<file path="src/include/lcs_pkg.sv">
// Constants for the per-channel change-status and pulse-segment register group
package lcs_pkg;
    localparam int          NUM_CH        = 14;
    localparam int          ADDR_W        = 8;
    localparam int          DATA_W        = 8;
    localparam int          SEG_W         = 7;
    localparam int          CLOSS_W       = 6;
    localparam int          NUM_SEG_HERE  = 3;
    localparam logic [3:0]  OFF_CHANGE    = 4'h6;
    localparam logic [3:0]  OFF_FIFO_CL   = 4'h7;
    localparam logic [3:0]  OFF_SEG1      = 4'h8;
    localparam logic [3:0]  OFF_SEG2      = 4'h9;
    localparam logic [3:0]  OFF_SEG3      = 4'ha;
    localparam logic [7:0]  CHANGE_RESET  = 8'h00;
    localparam logic [6:0]  SEG_RESET     = 7'h00;
    localparam int          FIFO_SRC_BIT  = 6;
    localparam int          SEG_SIGN_BIT  = 6;
    localparam int          LCV_BIT       = 4;
endpackage : lcs_pkg

</file>
<file path="src/include/lcs_chan_if.sv">
// Interface between the register front end and one channel's change tracker
`timescale 1ns/1ps
interface lcs_chan_if;
    logic [7:0] alarm;
    logic       clr;
    logic [7:0] change;
    modport tracker (input alarm, input clr, output change);
    modport front   (output alarm, output clr, input change);
endinterface : lcs_chan_if

</file>
<file path="src/design/lcs_regs.sv">
// Per-channel change-status, cable-loss and pulse-segment register bank
`timescale 1ns/1ps
module lcs_regs
(
    input  wire logic        MCLK,
    input  wire logic        RST_N,
    input  wire logic [7:0]  ADDR,
    input  wire logic [7:0]  WDATA,
    input  wire logic        WR,
    input  wire logic        RD,
    output logic      [7:0]  RDATA,
    input  wire logic [13:0] EQ_FLAG,
    input  wire logic [13:0] DRV_MON,
    input  wire logic [13:0] RX_FIFO_LIMIT,
    input  wire logic [13:0] TX_FIFO_LIMIT,
    input  wire logic [13:0] CODE_VIOL,
    input  wire logic [13:0] VIOL_CNT_OVF,
    input  wire logic [13:0] LOOP_CODE,
    input  wire logic [13:0] ALL_ONES,
    input  wire logic [13:0] SIGNAL_LOSS,
    input  wire logic [13:0] PRBS_DETECT,
    input  wire logic [83:0] CABLE_LOSS,
    input  wire logic [111:0] CH_IRQ_ENABLE,
    input  wire logic        GLOBAL_IRQ_ENABLE,
    input  wire logic        OVF_SELECT,
    output logic      [13:0] SEG_SIGN,
    output logic      [83:0] SEG_MAG,
    output logic             IRQ
);
    // ------------------------------------------------------------
    // Input synchronisers for the analog-side alarms
    // ------------------------------------------------------------
    localparam int SYN_W = 10 * lcs_pkg::NUM_CH + lcs_pkg::NUM_CH * lcs_pkg::CLOSS_W;
    logic [SYN_W-1:0] syn1;
    logic [SYN_W-1:0] syn2;

    always_ff @(posedge MCLK or negedge RST_N)
    begin
        if (!RST_N)
        begin
            syn1 <= '0;
            syn2 <= '0;
        end
        else
        begin
            syn1 <= {CABLE_LOSS, EQ_FLAG, DRV_MON, RX_FIFO_LIMIT, TX_FIFO_LIMIT, CODE_VIOL,
                     VIOL_CNT_OVF, LOOP_CODE, ALL_ONES, SIGNAL_LOSS, PRBS_DETECT};
            syn2 <= syn1;
        end
    end

    logic [13:0] s_eq;
    logic [13:0] s_drv;
    logic [13:0] s_rxf;
    logic [13:0] s_txf;
    logic [13:0] s_cv;
    logic [13:0] s_ovf;
    logic [13:0] s_loop;
    logic [13:0] s_ais;
    logic [13:0] s_los;
    logic [13:0] s_prbs;
    logic [83:0] s_closs;
    assign {s_closs, s_eq, s_drv, s_rxf, s_txf, s_cv, s_ovf, s_loop, s_ais, s_los,
            s_prbs} = syn2;

    // ------------------------------------------------------------
    // Address decode
    // ------------------------------------------------------------
    logic [3:0] ch_sel;
    logic [3:0] reg_sel;
    logic       ch_ok;
    assign ch_sel  = ADDR[7:4];
    assign reg_sel = ADDR[3:0];
    assign ch_ok   = (ch_sel < 4'(lcs_pkg::NUM_CH));

    // ------------------------------------------------------------
    // Per-channel logic
    // ------------------------------------------------------------
    logic [7:0]  change   [lcs_pkg::NUM_CH];
    logic [6:0]  seg      [lcs_pkg::NUM_CH][lcs_pkg::NUM_SEG_HERE];
    logic [13:0] fifo_src;
    logic [13:0] ch_pend;

    genvar g;
    generate
        for (g = 0; g < lcs_pkg::NUM_CH; g++)
        begin : gch
            lcs_chan_if cif ();
            logic cv_src;
            logic rd_hit;
            assign cv_src = OVF_SELECT ? s_ovf[g] : s_cv[g];
            assign cif.alarm = {s_eq[g], s_drv[g], s_rxf[g] | s_txf[g], cv_src,
                                s_loop[g], s_ais[g], s_los[g], s_prbs[g]};
            assign rd_hit = RD && ch_ok && ch_sel == 4'(g)
                            && reg_sel == lcs_pkg::OFF_CHANGE;
            assign cif.clr = rd_hit;
            assign change[g] = cif.change;
            // Transmit wins when both FIFOs reach their limit
            assign fifo_src[g] = s_txf[g];
            assign ch_pend[g] = |(cif.change & CH_IRQ_ENABLE[g*8 +: 8]);

            lcs_change_track u_trk
            (
                .clk   (MCLK),
                .rst_n (RST_N),
                .ch    (cif.tracker)
            );

            // Segment registers one to three; bit 7 is dropped
            for (genvar s = 0; s < lcs_pkg::NUM_SEG_HERE; s++)
            begin : gseg
                always_ff @(posedge MCLK or negedge RST_N)
                begin
                    if (!RST_N)
                        seg[g][s] <= lcs_pkg::SEG_RESET;
                    else if (WR && ch_ok && ch_sel == 4'(g)
                             && reg_sel == lcs_pkg::OFF_SEG1 + 4'(s))
                        seg[g][s] <= WDATA[6:0];
                end
            end

            // First segment drives the overshoot of the transmit pulse
            always_ff @(posedge MCLK or negedge RST_N)
            begin
                if (!RST_N)
                begin
                    SEG_SIGN[g]         <= 1'b0;
                    SEG_MAG[g*6 +: 6]   <= 6'h00;
                end
                else
                begin
                    SEG_SIGN[g]         <= seg[g][0][lcs_pkg::SEG_SIGN_BIT];
                    SEG_MAG[g*6 +: 6]   <= seg[g][0][5:0];
                end
            end
        end
    endgenerate

    // ------------------------------------------------------------
    // Interrupt output
    // ------------------------------------------------------------
    always_ff @(posedge MCLK or negedge RST_N)
    begin
        if (!RST_N)
            IRQ <= 1'b0;
        else
            IRQ <= GLOBAL_IRQ_ENABLE && (|ch_pend);
    end

    // ------------------------------------------------------------
    // Read data path
    // ------------------------------------------------------------
    logic [7:0] next_rdata;
    always_comb
    begin
        next_rdata = 8'h00;
        if (!ch_ok)
            next_rdata = 8'h00;
        else if (reg_sel == lcs_pkg::OFF_CHANGE)
            next_rdata = change[ch_sel];
        else if (reg_sel == lcs_pkg::OFF_FIFO_CL)
            next_rdata = {1'b0, fifo_src[ch_sel], s_closs[ch_sel*6 +: 6]};
        else if (reg_sel == lcs_pkg::OFF_SEG1)
            next_rdata = {1'b0, seg[ch_sel][0]};
        else if (reg_sel == lcs_pkg::OFF_SEG2)
            next_rdata = {1'b0, seg[ch_sel][1]};
        else if (reg_sel == lcs_pkg::OFF_SEG3)
            next_rdata = {1'b0, seg[ch_sel][2]};
    end

    always_ff @(posedge MCLK or negedge RST_N)
    begin
        if (!RST_N)
            RDATA <= 8'h00;
        else if (RD)
            RDATA <= next_rdata;
    end

    // ------------------------------------------------------------
    // Checks
    // ------------------------------------------------------------
    irq_gate_a: assert property (@(posedge MCLK) disable iff (!RST_N)
        !GLOBAL_IRQ_ENABLE |=> !IRQ)
        else $error("interrupt without global enable");
    irq_hold_a: assert property (@(posedge MCLK) disable iff (!RST_N)
        (GLOBAL_IRQ_ENABLE && ch_pend != 14'h0) |=> IRQ)
        else $error("interrupt not asserted for pending change");
    irq_cause_a: assert property (@(posedge MCLK) disable iff (!RST_N)
        IRQ |-> $past(ch_pend) != 14'h0)
        else $error("interrupt without enabled change");
    seg_top_a: assert property (@(posedge MCLK) disable iff (!RST_N)
        (RD && ch_ok && reg_sel == lcs_pkg::OFF_SEG2) |=> !RDATA[7])
        else $error("segment bit 7 not zero");
    seg_write_a: assert property (@(posedge MCLK) disable iff (!RST_N)
        (WR && ch_sel == 4'h0 && reg_sel == lcs_pkg::OFF_SEG3)
        |=> seg[0][2] == $past(WDATA[6:0]))
        else $error("segment write lost");
    fifo_src_a: assert property (@(posedge MCLK) disable iff (!RST_N)
        (RD && ch_ok && reg_sel == lcs_pkg::OFF_FIFO_CL)
        |=> RDATA[lcs_pkg::FIFO_SRC_BIT] == $past(fifo_src[ch_sel]))
        else $error("fifo source bit wrong");
    closs_a: assert property (@(posedge MCLK) disable iff (!RST_N)
        (RD && ch_ok && reg_sel == lcs_pkg::OFF_FIFO_CL)
        |=> RDATA[5:0] == $past(s_closs[ch_sel*6 +: 6]))
        else $error("cable loss readout wrong");
    sign_out_a: assert property (@(posedge MCLK) disable iff (!RST_N)
        ##1 SEG_SIGN[0] == $past(seg[0][0][6]))
        else $error("overshoot sign not driven");
    unmapped_a: assert property (@(posedge MCLK) disable iff (!RST_N)
        (RD && !ch_ok) |=> RDATA == 8'h00)
        else $error("unmapped channel read nonzero");

    irq_cov: cover property (@(posedge MCLK) disable iff (!RST_N) $rose(IRQ));
    clr_cov: cover property (@(posedge MCLK) disable iff (!RST_N)
        RD && reg_sel == lcs_pkg::OFF_CHANGE && change[ch_sel] != 8'h00);
    ovf_cov: cover property (@(posedge MCLK) disable iff (!RST_N) OVF_SELECT && s_ovf[0]);
endmodule : lcs_regs

</file>
<file path="src/design/lcs_change_track.sv">
// Change detector for one channel's eight real-time alarm bits
`timescale 1ns/1ps
module lcs_change_track
(
    input  wire logic   clk,
    input  wire logic   rst_n,
    lcs_chan_if.tracker ch
);
    logic [7:0] prev;
    logic [7:0] toggled;

    assign toggled = ch.alarm ^ prev;

    always_ff @(posedge clk or negedge rst_n)
    begin
        if (!rst_n)
            prev <= 8'h00;
        else
            prev <= ch.alarm;
    end

    // Set wins over the read clear
    always_ff @(posedge clk or negedge rst_n)
    begin
        if (!rst_n)
            ch.change <= lcs_pkg::CHANGE_RESET;
        else if (ch.clr)
            ch.change <= toggled;
        else
            ch.change <= ch.change | toggled;
    end

    change_set_a: assert property (@(posedge clk) disable iff (!rst_n)
        (toggled != 8'h00) |=> ((ch.change & $past(toggled)) == $past(toggled)))
        else $error("change bit did not set");
    change_clr_a: assert property (@(posedge clk) disable iff (!rst_n)
        (ch.clr && toggled == 8'h00) |=> (ch.change == 8'h00))
        else $error("change bits not cleared by read");
endmodule : lcs_change_track

</file>
<file path="config.mk">
export PLATFORM = sky130hd
export DESIGN_NAME = lcs_regs
export DESIGN_NICKNAME = d
export VERILOG_FILES = /design/src/include/lcs_pkg.sv /design/src/include/lcs_chan_if.sv /design/src/design/lcs_regs.sv /design/src/design/lcs_change_track.sv
export SDC_FILE = /design/constraint.sdc
export NUM_CORES = 1
export LEC_CHECK = 0
export BUFFER_PORTS_ARGS = -buffer_cell sky130_fd_sc_hd__buf_2
export CAP_MARGIN = 40
export CELL_PAD_IN_SITES_DETAIL_PLACEMENT = 0
export CELL_PAD_IN_SITES_GLOBAL_PLACEMENT = 1
export CORE_MARGIN = 2
export CORE_UTILIZATION = 48
export CTS_CLUSTER_SIZE = 40
export DETAILED_ROUTE_END_ITERATION = 10
export PLACE_DENSITY_LB_ADDON = 0.1
export SYNTH_ARGS = -nofsm -noshare
export SYNTH_HDL_FRONTEND = slang
export SYNTH_HIERARCHICAL = 1
export SYNTH_SLANG_ARGS = --single-unit
export TNS_END_PERCENT = 20
</file>
<file path="constraint.sdc">
create_clock -name MCLK -period 2 [get_ports MCLK]
set_input_delay 0.1 -clock MCLK [delete_from_list [all_inputs] [get_ports MCLK]]
set_output_delay 0.1 -clock MCLK [all_outputs]
set_load 0.01 [all_outputs]
</file>
==> impl_metrics.py, run 1 <==
metrics = {
    "logic_synthesis": {
        "yosys.cell_types.count": 64,
        "ys_top_cells_by_area": "dfrtp_1 70%, mux2_2 9.1%, mux4_2 4.5%",
        "synth_warnings": 6,
        "ys_async_sr_fraction": 1.00,
        "synth_fp_nets": 2769,
        "synth_edf_count": 0,
        "synth_cells": 2411,
        "synth_top_cell_area_share": 0.703,
        "yosys_most_used_dff": "dfrtp_1",
        "ys_seq_elements": 1073,
        "avgSynthCellArea_sq_um": 15.8,
        "synth_area_sq_mm": 0.0382,
        "ys_seq_area_frac": 0.703,
        "synth.largest_area_cell": "dfrtp_1",
    },
    "drt": {
        "wirelength_mm": 118,
        "drt_iter0_drc": 1562,
        "vias": 24300,
        "detail_route.wl_per_cell_um": 25.8,
        "firstDrtPassIters": 5,
        "drc": 0,
        "vias_per_cell": 5.29,
        "antenna_left": 0,
    },
    "clock_network": {
        "cts.sinks": 1073,
        "clock_path_buffers": 3,
        "root_buffer": "clkbuf_16",
        "cts.htree.levels": 3,
        "cts_tree": "built",
        "cts-buffers-inserted": 106,
        "cts_setup_buffers": 0,
        "clk_latency_ns": 0.68,
        "path_clk_slew_ns": 0.06,
    },
    "sta": {
        "hold_viol_final": 0,
        "maxSlewViolCount": 0,
        "skew_ns": 0.0504,
        "setup_viol": 2,
        "period_share": 1.02,
        "fmax_mhz": 490,
        "fin_hold_ws_ns": 0.0450,
        "max_slew_margin": 0.394,
        "max_slew.worst_pin.slew_ns": 0.908,
        "period_needed_ns": 2.04,
        "fin_tns_setup_ns": -0.0780,
        "fin_ws_ns": -0.0414,
        "rsz0062_at_grt": "true",
    },
    "finish": {
        "layout_commonest_cell": "dfrtp_1",
        "nNetsFinal": 3815,
        "drive_gt1_frac": 0.407,
        "final_cell_mix": "1073 x dfrtp_1, 460 x buf_2, 310 x mux2_2, 286 x buf_4, 228 x dlygate4sd3_1",
        "diodes": 0,
        "fin_util": 0.643,
        "area_growth_pct": 32.8,
        "fin_area_sq_mm": 0.0507,
    },
    "run": {
        "max_cap_violations": 0,
    },
    "floorplan": {
        "fp.dieArea_sq_mm": 0.0819,
        "fp.dieH_um": 286,
        "initial_core_util": 0.484,
        "io_pins": 465,
        "core_area_sq_mm": 0.0789,
        "num_rows": 103,
        "fp.dieW_um": 286,
    },
    "worst_setup_path": {
        "path_class": "flop to flop",
        "cp.required_ns": 2.56,
        "arrival_ns": 2.60,
        "reg2reg_depth": 6,
        "cp-start-kind": "flop",
        "cp_max_fo": 2,
        "crit_path_end_kind": "flop",
    },
    "status": {
        "violations": "negative setup slack",
        "status": "finished, violations left",
    },
    "pwr": {
        "p_leak_nw": 24.5,
        "ir_worst_vdd_mv": 0.670,
        "p_per_area_mw_per_mm2": 945,
    },
    "min_path": {
        "hold_class": "input pin to flop",
        "hold_depth": 2,
    },
    "grt": {
        "first_global_vias": 26500,
        "track_usage": 0.295,
        "grt_max_degree": 108,
        "grt_pass1_wl_mm": 174,
        "grt_antenna_before_repair": 0,
        "overflow": 0,
    },
    "placed_design": {
        "place_area_sq_mm": 0.0446,
        "dp_hpwl_mm": 87.2,
        "place.gp.congestion": 0.977,
        "dp_slack_ns": -0.430,
        "port_buffers": 463,
    },
}
[path summary, 6_finish.rpt]
check / slack (ns) / startpoint / endpoint
setup / recovery: -0.04 / seg[224]$_DFFE_PN0P_ / RDATA[0]$_DFFE_PN0P_
hold / removal: 0.04 / DRV_MON[8] / syn1[120]$_DFF_PN0_
setup reg to reg: -0.04 / seg[224]$_DFFE_PN0P_ / RDATA[0]$_DFFE_PN0P_
hold reg to reg: 0.34 / syn1[65]$_DFF_PN0_ / syn2[65]$_DFF_PN0_
max in group asynchronous: 1.34 / RST_N / seg[78]$_DFFE_PN0P_
min in group asynchronous: 0.08 / RST_N / SEG_MAG[34]$_DFF_PN0_
[sequential cells by signal (all words and copies together), names as in the netlist]
name                 cells
gch.u_trk/ch.change    112
syn1                   224
RDATA                    8
IRQ                      1
seg                    294
gch.u_trk/prev         112
SEG_SIGN                14
SEG_MAG                 84
syn2                   224
[where the power goes]
group	internal, W	switching (W)	leakage, nW	total, W
clock	0.0126	0.00854	1.86	0.0211
sequential	0.0227	0.000504	13.0	0.0232
combinational	0.00178	0.00185	9.63	0.00363
[area by class of cell]
type                    count  area [sq um]
clock buffers             145          3020
clock inverters            51           802
fillers                  5826         28100
inverters                 120           450
multi-input cells        1123         10400
flip-flops and latches   1073         26900
well taps                1050          1310
repair buffers           1033          7900
[timing repair]
action	in CTS	in global routing
gates cloned	0	0
gates resized for setup	10	5
setup endpoints to repair	4	6
hold endpoints to repair	1084	0
hold buffers	229	0
pin swaps	4	0
[per-layer routing]
layer  up-vias  GRT usage  routed length, um
met4         0     0.0948               3680
met5         -          0                  0
met3       176     0.0404               5810
met2       801      0.525              62100
met1     12800      0.374              46800
li1      10600          -                  -
[cell families after synthesis]
| logic type | share of synthesized area |
|---|---|
| AND/OR/NAND/NOR | 0.0330 |
| flip-flops | 0.703 |
| AO/OA/AOI/OAI | 0.0499 |
| buffers and inverters | 0.0259 |
| multiplexers | 0.163 |
| XOR/XNOR | 0.0257 |
[critical path: stages (launching register included)]
cell       delay [ns]
dfrtp_1          0.38
mux4_2           0.54
and2_4           0.18
a211oi_4         0.23
or3_4            0.18
o2111ai_1        0.11
a311o_1          0.29
[synthesized netlist by cell type (6+ instances only)]
master	n
a221oi_1	22
inv_1	120
nand4_1	12
clkbuf_1	50
nand2b_1	8
xnor2_1	112
a22oi_1	21
dfrtp_1	1073
o22ai_1	23
nand3_2	6
buf_6	14
nand3_1	9
a21oi_1	24
buf_2	17
nand2_1	59
a31oi_1	6
mux2i_1	80
mux2_1	9
nor2_1	19
a22o_1	20
o211ai_1	9
mux4_2	76
o21ai_0	146
mux2_2	310
or2_2	16
a211oi_1	7
o221ai_1	7
nor4_1	8
nor2_2	29
buf_4	8
nor3_1	25
nor2b_1	11
[metrics by stage]
stage               total power, W  instances
finish                      0.0480       4595
global placement            0.0268       4170
global route                0.0497       4595
floorplan                   0.0247       2411
detailed placement          0.0269       4170
CTS                         0.0484       4595
No activity file was read; power rests on OpenSTA's default activity.
==> run 2: changes to the inputs <==
--- a/config.mk
+++ b/config.mk
@@ -10,7 +10,7 @@
 export CELL_PAD_IN_SITES_DETAIL_PLACEMENT = 0
 export CELL_PAD_IN_SITES_GLOBAL_PLACEMENT = 1
 export CORE_MARGIN = 2
-export CORE_UTILIZATION = 48
+export CORE_UTILIZATION = 45
 export CTS_CLUSTER_SIZE = 40
 export DETAILED_ROUTE_END_ITERATION = 10
 export PLACE_DENSITY_LB_ADDON = 0.1
==> run 2 against run 1 <==
The flow still finishes with violations (negative setup slack). First-iteration DRC count shrank 0.38%. Sequential power is essentially flat. Count of clock-buffer cells in the layout shrank 7. Critical path depth is the same. Via count grew 0.26%. Worst hold slack lost 0.021 ns. Worst setup slack gained 0.038 ns. Register-to-register slack gained 0.04 ns. Global-route usage shrank 0.98 points. Total power shrank 0.96%. Highest routed layer is now met5.
==> impl_metrics.py, run 2 (same netlist as run 1, synthesis figures left out) <==
metrics = {
    "sta": {
        "fin_hold_ws_ns": 0.0237,
        "rsz0062_at_grt": "true",
        "period_needed_ns": 2.00,
        "hold_viol_final": 0,
        "period_share": 1.00,
        "skew_ns": 0.0348,
        "max_slew.worst_pin.slew_ns": 0.905,
        "setup_viol": 1,
        "maxSlewViolCount": 0,
        "fmax_mhz": 499,
        "fin_ws_ns": -0.00348,
        "max_slew_margin": 0.397,
    },
    "floorplan": {
        "fp.dieH_um": 295,
        "core_area_sq_mm": 0.0838,
        "initial_core_util": 0.456,
        "io_pins": 465,
        "fp.dieArea_sq_mm": 0.0872,
        "num_rows": 106,
        "fp.dieW_um": 295,
    },
    "grt": {
        "grt_max_degree": 119,
        "grtUsageMet3": 0.0377,
        "track_usage": 0.285,
        "grt_pass1_wl_mm": 178,
        "first_global_vias": 26700,
        "use_met1": 0.368,
        "grtUsageMet2": 0.503,
        "grt.busiest_layer": "met2",
        "overflow": 0,
        "grt_antenna_before_repair": 4,
    },
    "run": {
        "max_cap_violations": 0,
    },
    "finish": {
        "nNetsFinal": 3869,
        "final_cell_mix": "1071 x dfrtp_1, 460 x buf_2, 310 x mux2_2, 290 x buf_4, 277 x dlygate4sd3_1",
        "fillers": 6458,
        "area_growth_pct": 34.2,
        "layout_commonest_cell": "dfrtp_1",
        "top_regs": "seg (294), syn1 (224), syn2 (224)",
        "fin_util": 0.612,
        "largest_reg_flops": 294,
        "final_cells": 4733,
        "top_register": "seg",
        "drive_gt1_frac": 0.405,
        "fin_area_sq_mm": 0.0513,
    },
    "worst_setup_path": {
        "cp_max_fo": 2,
        "crit_path_end_kind": "flop",
        "arrival_ns": 2.55,
        "cp-start-kind": "flop",
        "path_class": "flop to flop",
        "critPathSlowestCell": "mux4_2",
        "ff2ff_setup_slack_ns": -0.003,
        "cp.required_ns": 2.55,
        "crit_chain": "mux4_2 -> and2_4 -> a211oi_4 -> or3_4 -> o2111ai_1 -> a311o_1",
        "cpPeakStageDelay_ns": 0.49,
    },
    "placed_design": {
        "dp_hpwl_mm": 90.1,
        "placed_cells": 4250,
        "place_area_sq_mm": 0.0447,
        "dp_slack_ns": -0.347,
        "port_buffers": 463,
        "place.gp.congestion": 0.966,
    },
    "clock_network": {
        "clk_latency_ns": 0.69,
        "cts_tree": "built",
        "cts.sinks": 1073,
        "root_buffer": "clkbuf_16",
        "clock_path_buffers": 3,
        "path_clk_slew_ns": 0.07,
        "cts-buffers-inserted": 107,
        "cts.htree.levels": 3,
    },
    "drt": {
        "firstDrtPassIters": 5,
        "drt_iter0_drc": 1556,
        "vias": 24400,
        "detail_route.wl_per_cell_um": 25.6,
        "vias_per_cell": 5.15,
        "drc": 0,
        "antenna_left": 0,
        "wirelength_mm": 121,
    },
    "status": {
        "violations": "negative setup slack",
        "status": "finished, violations left",
    },
    "pwr": {
        "p_leak_nw": 24.7,
        "ir_worst_vdd_mv": 0.925,
        "p_per_area_mw_per_mm2": 926,
    },
    "min_path": {
        "hold_class": "input pin to flop",
    },
}
==> run 2: repair_timing <==
item,4_1_cts,5_1_grt
setup endpoints to repair,4,7
gates resized for setup,14,14
hold buffers,278,1
gates cloned,0,0
endpoints found under the hold margin,1042,1
buffers inserted,0,8
pin swaps,3,9
==> run 2: critical path, delay by kind of cell (launching register included) <==
kind	cells	cell delay, ns
AND/OR/NAND/NOR	2	0.39
multiplexers	1	0.49
flip-flops	1	0.39
AO/OA/AOI/OAI	3	0.61
==> run 2: stage by stage <==
stage	setup TNS, ns	power (W)
2_1_floorplan	0	0.0247
3_3_place_gp	-17.61	0.0268
3_5_place_dp	-16.21	0.0269
4_1_cts	-0.0729	0.0480
5_1_grt	-0.0784	0.0492
6_report	-0.00348	0.0475
==> run 2: path summary, 6_finish.rpt <==
| kind | start | endpoint | depth (start not counted) |
|---|---|---|---|
| setup / recovery | seg[224]$_DFFE_PN0P_ | RDATA[0]$_DFFE_PN0P_ | 6 |
| hold reg to reg | syn1[14]$_DFF_PN0_ | syn2[14]$_DFF_PN0_ | 0 |
| setup reg to reg | seg[224]$_DFFE_PN0P_ | RDATA[0]$_DFFE_PN0P_ | 6 |
| max in group asynchronous | RST_N | syn2[5]$_DFF_PN0_ | 4 |
| hold / removal | CH_IRQ_ENABLE[34] | IRQ$_DFF_PN0_ | 6 |
| min in group asynchronous | RST_N | syn1[151]$_DFF_PN0_ | 3 |
==> run 2: routing by layer <==
layer | wire [um] | share of wire | vias to the layer above
met4 | 3630 | 0.030 | 4
met1 | 48900 | 0.40 | 12800
li1 | - | - | 10700
met2 | 62800 | 0.52 | 781
met3 | 5830 | 0.048 | 174
met5 | 27 | 0.00022 | -
==> run 2: layout make-up <==
| cell class | count | area, sq um | area share |
|---|---|---|---|
| Antenna cell | 1 | 2.50 | 0.0000488 |
| Clock buffer | 138 | 2940 | 0.0574 |
| Tap cell | 1134 | 1420 | 0.0277 |
| Clock inverter | 58 | 738 | 0.0144 |
| Multi-Input combinational cell | 1123 | 10400 | 0.204 |
| Inverter | 120 | 450 | 0.00879 |
| Timing Repair Buffer | 1086 | 8420 | 0.164 |
| Sequential cell | 1073 | 26900 | 0.524 |
==> run 2: power by group <==
group	internal, W	switching, W
Combinational	0.00185	0.00190
Clock	0.0119	0.00864
Sequential	0.0227	0.000487
Total	0.0365	0.0110
==> run 3: changes to the inputs <==
--- a/config.mk
+++ b/config.mk
@@ -14,6 +14,7 @@
 export CTS_CLUSTER_SIZE = 40
 export DETAILED_ROUTE_END_ITERATION = 10
 export PLACE_DENSITY_LB_ADDON = 0.1
+export REMOVE_ABC_BUFFERS = 1
 export SYNTH_ARGS = -nofsm -noshare
 export SYNTH_HDL_FRONTEND = slang
 export SYNTH_HIERARCHICAL = 1
==> run 3 against run 2 <==
The run still ends with negative setup slack left. Design area fell by 0.95%. Wire length fell by 5.2%. Worst hold slack improved by 0.0068 ns. Combinational power is 5% lower. Clock power about the same. Register-to-register slack worse by 0.03 ns. Sequential power about the same. Die area unchanged. Flip-flop and latch count unchanged. Sequential share of layout area grew 0.50 points. Global-route usage shrank 1.7 points. Critical path depth is 1 lower. Critical endpoint is now RDATA[5]$_DFFE_PN0P_. Largest cell class unchanged. Largest power group unchanged. Highest routed layer unchanged.
==> impl_metrics.py, run 3 (same netlist as run 1, synthesis figures left out) <==
metrics = {
    "pwr": {
        "p_sw_w": 0.0109,
        "p_per_area_mw_per_mm2": 937,
        "intPower_w": 0.0366,
        "power_frac_seq": 0.487,
        "switching_share": 0.230,
        "ir_worst_vdd_mv": 0.780,
        "clkPwrFrac": 0.438,
        "p_leak_nw": 24.4,
        "p_comb_frac": 0.075,
    },
    "worst_setup_path": {
        "r2r_start": "seg[68]$_DFFE_PN0P_",
        "cp-start-kind": "flop",
        "crit_buf_inv": 0,
        "path_class": "flop to flop",
        "cp_top_family": "multiplexers",
        "crit_chain": "mux4_2 -> mux2i_4 -> o221ai_2 -> and3_1 -> or4_1",
        "cp.required_ns": 2.53,
        "cp_max_fo": 2,
        "setup.worst_path.start": "seg[68]$_DFFE_PN0P_",
        "crit_path_end_kind": "flop",
        "cpPeakStageDelay_ns": 0.51,
        "arrival_ns": 2.56,
        "critPathSlowestCell": "mux4_2",
    },
    "sta": {
        "setup_viol": 2,
        "fin_ws_ns": -0.0359,
        "skew_ns": 0.0385,
        "maxSlewViolCount": 0,
        "hold_viol_final": 0,
        "rsz0062_at_grt": "true",
        "period_share": 1.02,
        "max_slew_margin": 0.491,
        "max_slew.worst_pin.slew_ns": 0.760,
        "fmax_mhz": 491,
        "period_needed_ns": 2.04,
    },
    "floorplan": {
        "io_pins": 465,
        "num_rows": 106,
        "fp.dieH_um": 295,
        "core_area_sq_mm": 0.0838,
        "fp.dieArea_sq_mm": 0.0872,
        "initial_core_util": 0.456,
        "fp.dieW_um": 295,
    },
    "clock_network": {
        "cts_tree": "built",
        "clock_path_buffers": 3,
        "root_buffer": "clkbuf_16",
        "cts-buffers-inserted": 107,
        "cts_setup_buffers": 0,
        "clk_latency_ns": 0.68,
        "path_clk_slew_ns": 0.06,
        "cts.sinks": 1073,
        "cts.htree.levels": 3,
    },
    "placed_design": {
        "dp_hpwl_mm": 84.3,
        "place.gp.congestion": 0.936,
        "place_area_sq_mm": 0.0446,
        "port_buffers": 463,
    },
    "finish": {
        "final_cell_mix": "1073 x dfrtp_1, 460 x buf_2, 310 x mux2_2, 242 x buf_4, 239 x dlygate4sd3_1",
        "top_regs": "seg (294), syn1 (224), syn2 (224)",
        "top_register": "seg",
        "fin_util": 0.606,
        "fin_area_sq_mm": 0.0508,
        "largest_reg_flops": 294,
        "nNetsFinal": 3793,
        "area_growth_pct": 32.9,
        "drive_gt1_frac": 0.399,
        "layout_commonest_cell": "dfrtp_1",
    },
    "grt": {
        "grt_pass1_wl_mm": 170,
        "overflow": 0,
        "first_global_vias": 26000,
        "grt_antenna_before_repair": 6,
        "grt_max_degree": 123,
        "track_usage": 0.268,
    },
    "drt": {
        "wirelength_mm": 115,
        "antenna_left": 0,
        "drc": 0,
        "detail_route.wl_per_cell_um": 24.6,
        "firstDrtPassIters": 5,
        "drt_iter0_drc": 1428,
        "vias": 23900,
        "vias_per_cell": 5.12,
    },
    "status": {
        "status": "finished, violations left",
        "violations": "negative setup slack",
    },
    "run": {
        "max_cap_violations": 0,
    },
    "min_path": {
        "min_from": "CH_IRQ_ENABLE[54]",
        "hold_class": "input pin to flop",
    },
}
==> run 3: cell count changes in the layout (fill, tap and decap cells not counted), sizes merged <==
cell,previous run,this run
buf,809,771
dlygate4sd3,277,239
clkbuf,138,152
clkinv,33,22
diode,1,5
clkinvlp,9,10
==> run 3: worst register-to-register path, delay by kind of cell, from the launching register on <==
family	cells	cell delay, ns
AO/OA/AOI/OAI	1	0.13
flip-flops	1	0.40
AND/OR/NAND/NOR	2	0.62
multiplexers	2	0.74
==> run 3: timing repair <==
item                                    in CTS  in global routing
hold endpoints to repair                  1242                  0
hold buffers                               239                  0
gates resized for setup                     17                  2
endpoints found under the setup margin       3                  3
pin swaps                                    6                  0
==> run 3: worst paths after layout <==
check                                       endpoint  slack (ns)  cells after the start
worst max-delay path            RDATA[5]$_DFFE_PN0P_       -0.04                      5
worst min-delay path                   IRQ$_DFF_PN0_        0.03                      5
worst max register to register  RDATA[5]$_DFFE_PN0P_       -0.04                      5
worst min register to register   syn2[185]$_DFF_PN0_        0.34                      0
max in group asynchronous        syn1[169]$_DFF_PN0_        0.67                      3
min in group asynchronous       seg[267]$_DFFE_PN0P_        0.15                      3
==> run 3: layout make-up <==
class | count | area [sq um]
Tap cell | 1134 | 1420
Inverter | 120 | 450
Sequential cell | 1073 | 26900
Antenna cell | 5 | 12.5
Multi-Input combinational cell | 1123 | 10400
Timing Repair Buffer | 1010 | 7870
Fill cell | 6507 | 33000
Clock buffer | 152 | 3060
Clock inverter | 48 | 683
==> run 3: power by group through the flow <==
stage	Clock [W]	Combinational, W	Sequential (W)
4_1_cts	0.0212	0.00362	0.0232
3_5_place_dp	0	0.00322	0.0236
5_1_grt	0.0221	0.00387	0.0232
3_3_place_gp	0	0.00318	0.0235
2_1_floorplan	0	0.00102	0.0234
6_report	0.0208	0.00358	0.0232
==> run 3: layer usage <==
metal,wire [um],up-vias,global-route usage
met5,13,-,0
met3,5260,153,0.0382
met2,57400,727,0.456
met4,3620,2,0.0879
li1,-,10500,-
met1,48500,12500,0.357
==> run 3: per-stage QoR <==
| step | setup WS (ns) | setup TNS, ns | hold WS [ns] | power [W] | std cells |
|---|---|---|---|---|---|
| after floorplan | 0.165 | 0 | -0.196 | 0.0244 | 2316 |
| after global placement | -0.539 | -18.28 | 0.0152 | 0.0267 | 4222 |
| after CTS | -0.0640 | -0.0955 | 0.00561 | 0.0480 | 4660 |
| after global routing | -0.0805 | -0.217 | 0.0255 | 0.0493 | 4663 |
| final | -0.0359 | -0.0474 | 0.0305 | 0.0476 | 4665 |
| after detailed placement | -0.548 | -18.08 | 0.0107 | 0.0268 | 4222 |
